===== config.mk =====
export PLATFORM = sky130hd
export DESIGN_NAME = mjh_motion_job_handshake
export DESIGN_NICKNAME = d
export VERILOG_FILES = /design/src/mjh_pkg.sv /design/src/mjh_edge_detect.sv /design/src/mjh_precheck.sv /design/src/mjh_motion_job_handshake.sv
export SDC_FILE = /design/constraint.sdc
export NUM_CORES = 1
export LEC_CHECK = 0
export BUFFER_PORTS_ARGS = -buffer_cell sky130_fd_sc_hd__buf_2
export CORE_ASPECT_RATIO = 0.75
export CORE_MARGIN = 4
export CORE_UTILIZATION = 41
export DETAILED_ROUTE_END_ITERATION = 8
export GPL_TIMING_DRIVEN = 0
export PLACE_DENSITY = 0.86
export SETUP_SLACK_MARGIN = 0.15
export SYNTH_ARGS = -nofsm -noshare
export SYNTH_HDL_FRONTEND = slang
export SYNTH_SLANG_ARGS = --single-unit

===== constraint.sdc =====
create_clock -name clk_sys_in -period 4.2 [get_ports clk_sys_in]
set_input_delay 0.84 -clock clk_sys_in [delete_from_list [all_inputs] [get_ports clk_sys_in]]
set_output_delay 0.84 -clock clk_sys_in [all_outputs]
set_load 0.01 [all_outputs]

===== src/mjh_pkg.sv =====
// Package with constants and carrier types for the motion job handshake
package mjh_pkg;
    // Axis status word layout
    localparam int STW_WIDTH = 32;
    localparam int STW_ENABLE_BIT = 0;
    localparam int STW_HOMED_BIT = 5;
    localparam int STW_OPEN_LOOP_BIT = 28;
    // Error cause codes
    localparam logic [15:0] ERR_NONE = 16'h0000;
    localparam logic [15:0] ERR_TECH_ALARM = 16'h8001;
    localparam logic [15:0] ERR_NOT_ENABLED = 16'h8101;
    localparam logic [15:0] ERR_ALARM_PENDING = 16'h8102;
    localparam logic [15:0] ERR_NOT_HOMED = 16'h8103;
    // Reset values
    localparam logic RST_OPEN_LOOP = 1'b1;

    typedef enum logic [1:0] {
        MJH_MOVE_ABS,
        MJH_MOVE_REL,
        MJH_HOME,
        MJH_OTHER
    } mjh_kind_e;

    // Axis condition from the outside world
    typedef struct packed {
        logic enabled;
        logic homed;
        logic [15:0] pending_alarm_number;
        logic [15:0] alarm_reaction_code;
    } mjh_axis_s;

    // Job result flags
    typedef struct packed {
        logic busy;
        logic done;
        logic aborted;
        logic error;
    } mjh_flags_s;
endpackage


===== src/mjh_edge_detect.sv =====
// Rising edge detector for the job trigger
`timescale 1ns/1ps
module mjh_edge_detect (
    input wire logic clk_sys_in,
    input wire logic reset_in,
    input wire logic level_in,
    output logic rise_out
);
    logic prev_q;

    // Previous level; reset to high so a trigger held through reset is no edge
    always_ff @(posedge clk_sys_in) begin
        if (reset_in) begin
            prev_q <= 1'b1;
        end else begin
            prev_q <= level_in;
        end
    end

    assign rise_out = level_in & ~prev_q;
endmodule


===== src/mjh_precheck.sv =====
// Precondition check for a new motion job
`timescale 1ns/1ps
module mjh_precheck (
    input mjh_pkg::mjh_axis_s axis_in,
    input mjh_pkg::mjh_kind_e kind_in,
    output logic ok_out,
    output logic [15:0] cause_out
);
    import mjh_pkg::*;

    // Priority: enable first, then alarms, then homing for absolute moves
    always_comb begin
        ok_out = 1'b1;
        cause_out = ERR_NONE;
        if (!axis_in.enabled) begin
            ok_out = 1'b0;
            cause_out = ERR_NOT_ENABLED;
        end else if (axis_in.pending_alarm_number != 16'h0000 ||
                     axis_in.alarm_reaction_code != 16'h0000) begin
            ok_out = 1'b0;
            cause_out = ERR_ALARM_PENDING;
        end else if (kind_in == MJH_MOVE_ABS && !axis_in.homed) begin
            ok_out = 1'b0;
            cause_out = ERR_NOT_HOMED;
        end
    end
endmodule


===== src/mjh_motion_job_handshake.sv =====
// Job handshake and status tracker for one motion command with completion
// Summary of operation
// - A job starts only on a rising edge of the trigger.
// - Busy is high while an accepted job executes.
// - Normal finish drops busy and raises done in the same cycle.
// - Done only when no error and no interruption by a later job.
// - Interruption by another job clears busy and raises aborted.
// - A fault while running clears busy and raises error.
// - A final flag stays high while the trigger stays high.
// - Trigger low at completion gives done for one cycle.
// - Trigger low at interruption gives aborted for one cycle.
// - Trigger low at fault gives error for one cycle.
// - All status outputs refresh every clock cycle.
// - Jobs accepted only while axis enable bit 0 is true.
// - Jobs need pending alarm number and reaction code both zero.
// - Absolute moves need the homed bit 5 true.
// - A fault sets error, rejects the job, shows a cause code.
// - Cause 16'h8001 with error means a technology alarm occurred.
// - Open loop operation shows as status word bit 28.
// - Absolute or relative moves force closed loop, which then stays until an open loop request.
`timescale 1ns/1ps
module mjh_motion_job_handshake (
    input wire logic clk_sys_in,
    input wire logic reset_in,
    input wire logic job_trigger_in,
    input mjh_pkg::mjh_kind_e job_kind_in,
    input mjh_pkg::mjh_axis_s axis_in,
    input wire logic target_reached_in,
    input wire logic job_interrupt_in,
    input wire logic tech_alarm_in,
    input wire logic open_loop_request_in,
    input wire logic closed_loop_request_in,
    output mjh_pkg::mjh_flags_s flags_out,
    output logic job_busy_out,
    output logic job_done_out,
    output logic job_aborted_flag_out,
    output logic job_error_out,
    output logic [15:0] error_cause_code_out,
    output logic [mjh_pkg::STW_WIDTH-1:0] axis_status_word_out,
    output logic job_start_out
);
    import mjh_pkg::*;

    typedef enum logic [2:0] {
        MJH_IDLE,
        MJH_RUN,
        MJH_SHOW_DONE,
        MJH_SHOW_ABORT,
        MJH_SHOW_ERROR
    } mjh_state_e;

    mjh_state_e state_q;
    mjh_state_e state_d;
    mjh_flags_s flags_q;
    mjh_flags_s flags_d;
    logic [15:0] cause_q;
    logic [15:0] cause_d;
    logic open_loop_q;
    logic trig_rise;
    logic pre_ok;
    logic [15:0] pre_cause;

    // Trigger edge detection
    mjh_edge_detect u_edge (
        .clk_sys_in(clk_sys_in),
        .reset_in(reset_in),
        .level_in(job_trigger_in),
        .rise_out(trig_rise)
    );

    // Axis precondition check
    mjh_precheck u_pre (
        .axis_in(axis_in),
        .kind_in(job_kind_in),
        .ok_out(pre_ok),
        .cause_out(pre_cause)
    );

    // Flags after a final event: shown from the next cycle regardless of trigger level
    function automatic mjh_flags_s final_flags(input logic d, input logic a,
                                               input logic e);
        mjh_flags_s f;
        f.busy = 1'b0;
        f.done = d;
        f.aborted = a;
        f.error = e;
        return f;
    endfunction

    // Job sequencing; a final flag is shown at least one cycle and then held
    // only while the trigger stays high
    always_comb begin
        state_d = state_q;
        flags_d = flags_q;
        cause_d = cause_q;
        case (state_q)
            MJH_IDLE, MJH_SHOW_DONE, MJH_SHOW_ABORT, MJH_SHOW_ERROR: begin
                if (state_q != MJH_IDLE && !job_trigger_in) begin
                    state_d = MJH_IDLE;
                    flags_d = final_flags(1'b0, 1'b0, 1'b0);
                    cause_d = ERR_NONE;
                end
                if (trig_rise) begin
                    if (pre_ok) begin
                        state_d = MJH_RUN;
                        flags_d = final_flags(1'b0, 1'b0, 1'b0);
                        flags_d.busy = 1'b1;
                        cause_d = ERR_NONE;
                    end else begin
                        // Rejected job: error with cause, no retry
                        state_d = MJH_SHOW_ERROR;
                        flags_d = final_flags(1'b0, 1'b0, 1'b1);
                        cause_d = pre_cause;
                    end
                end
            end
            MJH_RUN: begin
                // Abort and fault outrank completion in the same cycle
                if (job_interrupt_in) begin
                    state_d = MJH_SHOW_ABORT;
                    flags_d = final_flags(1'b0, 1'b1, 1'b0);
                end else if (tech_alarm_in) begin
                    state_d = MJH_SHOW_ERROR;
                    flags_d = final_flags(1'b0, 1'b0, 1'b1);
                    cause_d = ERR_TECH_ALARM;
                end else if (target_reached_in) begin
                    state_d = MJH_SHOW_DONE;
                    flags_d = final_flags(1'b1, 1'b0, 1'b0);
                end
            end
            default: begin
                state_d = MJH_IDLE;
                flags_d = final_flags(1'b0, 1'b0, 1'b0);
                cause_d = ERR_NONE;
            end
        endcase
    end

    // State and flag registers, refreshed every cycle
    always_ff @(posedge clk_sys_in) begin
        if (reset_in) begin
            state_q <= MJH_IDLE;
            flags_q <= '0;
            cause_q <= ERR_NONE;
        end else begin
            state_q <= state_d;
            flags_q <= flags_d;
            cause_q <= cause_d;
        end
    end

    // Position control mode; moves force closed loop and it then persists until an open loop request
    always_ff @(posedge clk_sys_in) begin
        if (reset_in) begin
            open_loop_q <= RST_OPEN_LOOP;
        end else if (state_q != MJH_RUN && state_d == MJH_RUN &&
                     (job_kind_in == MJH_MOVE_ABS ||
                      job_kind_in == MJH_MOVE_REL)) begin
            open_loop_q <= 1'b0;
        end else if (closed_loop_request_in) begin
            open_loop_q <= 1'b0;
        end else if (open_loop_request_in) begin
            open_loop_q <= 1'b1;
        end
    end

    // Outputs straight from flip-flops
    assign flags_out = flags_q;
    assign job_busy_out = flags_q.busy;
    assign job_done_out = flags_q.done;
    assign job_aborted_flag_out = flags_q.aborted;
    assign job_error_out = flags_q.error;
    assign error_cause_code_out = cause_q;
    // Start strobe is a handshake output, combinational by choice
    assign job_start_out = (state_q != MJH_RUN) && (state_d == MJH_RUN);

    // Status word mirrors axis condition plus our loop mode
    always_comb begin
        axis_status_word_out = '0;
        axis_status_word_out[STW_ENABLE_BIT] = axis_in.enabled;
        axis_status_word_out[STW_HOMED_BIT] = axis_in.homed;
        axis_status_word_out[STW_OPEN_LOOP_BIT] = open_loop_q;
    end
endmodule


==> metrics.cfg <==
[status]
status=finished, final reports clean

[final_layout]
num-fill-cells=224
drive_above_1_share_pct=48.6
syn2layout_area_growth_pct=45.4
final_cell_mix=buf_2 (60), buf_4 (48), conb_1 (41)
mostFrequentLayoutCell=buf_2
antenna_cells=0
layout.nets=292

[yosys]
ys_seq_elements=13
synth_mux_area_share_pct=0
synth-compound-area-share_pct=18.6
yosysWarnings=0
syn-mean-instance-area_um2=8.05
ys_types=43
synth_top_family_by_area=buffers and inverters
yosys.area.top_type_share_pct=30.9
synthAdderAreaFrac_pct=0
seq_area_frac_synth_pct=22.3
yosysTopAreaCell=buf_4
synth_flop_cell=dfxtp_1
synthTopCellsByArea=buf_4 (31%), dfxtp_1 (22%), nor4_2 (4.3%)
syn-instance-count=145
synthesis.area_um2=1170
async_flop_share_pct=0
synth_xor_area_share_pct=0
yosys.area_share.simple_pct=25.1
synth_edf_count=0

[clock_tree]
cts_buffers=3
cts.sinks=13
clk_latency_ns=0.25
cts_buffer_depth=2
cts.repair.resized=0
hold_buffers=0
cts_setup_buffers=0
cts_tree=built
htree_levels=1
cts-root-buf=clkbuf_8
clkSlewWorstSetupHoldPaths_ns=0.05

[worst_setup_path]
critPathLaunchType=input pin
worstSetupPathType=input pin to primary output
cp-end-kind=primary output
cp.required_ns=3.36
path_max_fanout=7
crit_arrival_ns=2.33

[floorplanning]
die_w_um=69.6
start_util_pct=43.8
ios=101
die_h_um=54.2
dieArea_um2=3770
coreArea_um2=2660
rows=16

[power]
powerDensity_nw_per_um2=208
p_leak_nw=0.949
p_total_uw=353
vdd_drop_max_uv=88.7

[route]
totalWireLength_mm=3.23
vias_per_cell=4.47
drc_errors=0
drtPass1Iterations=4
dr_total_vias=1265
drt_first_iter_violations=64
ant_nets=0
wl_per_cell_um=11.4

[timing]
max_freq_ghz=0.315
skew_ns=0.00708
relSlewSlack_pct=58.4
period_share_pct=75.5
finalHoldViolCount=0
period_minus_slack_ns=3.17
setup_viol=0
slew_viol_final=0
final.setup.tns_ns=0
worst_slew_pin_slew_ns=0.620
rsz0062_at_grt=false
fin_ws_ns=1.03

[run]
maxCapViolCount=0

[worst_hold_path]
hold_path_class=register to register

[global_routing]
grt.overflow.total=0
grt_pass1_vias=1116
grt_pass1_wl_mm=4.77
grtUsageTotal_pct=16.1
antenna_found_initial=0
grt_max_degree=11

[placed_design]
globalplace.congestion=0.806
hpwl_mm=2.74
dp_slack_ns=1.06
io_buffer_count=58

power breakdown:
group | total, mW | leakage [nW] | switching (mW) | internal, mW
Combinational | 0.108 | 0.820 | 0.0524 | 0.0555
Sequential | 0.131 | 0.106 | 0.00259 | 0.128
Clock | 0.115 | 0.0228 | 0.0477 | 0.0671
synthesized netlist by cell type, types with 2 or more instances:
cell type,count
buf_4,48
dfxtp_1,13
nand2_1,9
nor4_1,7
inv_1,4
nor2_1,4
nor3_1,4
nor4_2,4
a211oi_1,3
a21oi_1,3
a31oi_1,3
nand3_1,3
o21ai_0,3
o31ai_1,3
a211o_1,2
and3_1,2
buf_2,2
nor3b_1,2
o311ai_0,2
metal layers:
layer  up-vias  GRT usage, %  share of wire, %
met4         0          3.50              0.50
met5         -             0                 0
met1       560          17.3                37
li1        644             -                 -
met3         5          5.69               9.8
met2        56          31.6                52
cell families (layout without fill, tap and decap cells):
kind of cell,count (synthesis),in the layout
simple gates,46,46
compound gates,29,29
other cells,1,41
buf+inv,56,118
flops,13,13
flip-flops by register name, indices dropped and copies added (netlist names):
| name | cells |
|---|---|
| open_loop_q | 1 |
| job_error_out | 1 |
| state_q | 3 |
| job_done_out | 1 |
| job_aborted_flag_out | 1 |
| u_edge.prev_q | 1 |
| error_cause_code_out | 4 |
| job_busy_out | 1 |
worst paths after layout:
| path | startpoint | endpoint | slack (ns) | cells after the start |
|---|---|---|---|---|
| worst max register to register | state_q[1] | error_cause_code_out[0] | 2.42 | 5 |
| worst min-delay path | error_cause_code_out[8] | error_cause_code_out[8] | 0.46 | 2 |
| worst max-delay path | axis_in[17] | job_start_out | 1.03 | 6 |
| worst min register to register | error_cause_code_out[8] | error_cause_code_out[8] | 0.46 | 2 |
critical path, stage by stage:
cell and delay [ns]:
buf_2 0.09, nor4_1 0.29, nand4_1 0.32, or4_4 0.60
inv_1 0.06, buf_2 0.12
per-stage QoR:
step | cells | hold slack, ns | area, um2 | utilization (%)
6_report | 283 | 0.457 | 1700 | 63.8
5_1_grt | 283 | 0.494 | 1700 | 63.8
4_1_cts | 283 | 0.461 | 1700 | 63.8
3_5_place_dp | 279 | 0.454 | 1650 | 62.1
3_3_place_gp | 279 | 0.448 | 1650 | 62.1
2_1_floorplan | 185 | 0.480 | 1320 | -
final cells by class:
type / instances / area (um2) / share of cell area [%]
buffer: 51 / 374 / 22.0
multi-input combinational: 116 / 664 / 39.1
sequential: 13 / 260 / 15.3
timing repair buffer: 58 / 290 / 17.1
tap: 36 / 45.0 / 2.65
inverter: 5 / 18.8 / 1.11
clock buffer: 4 / 45.0 / 2.65
No activity file was read; power rests on OpenSTA's default activity.
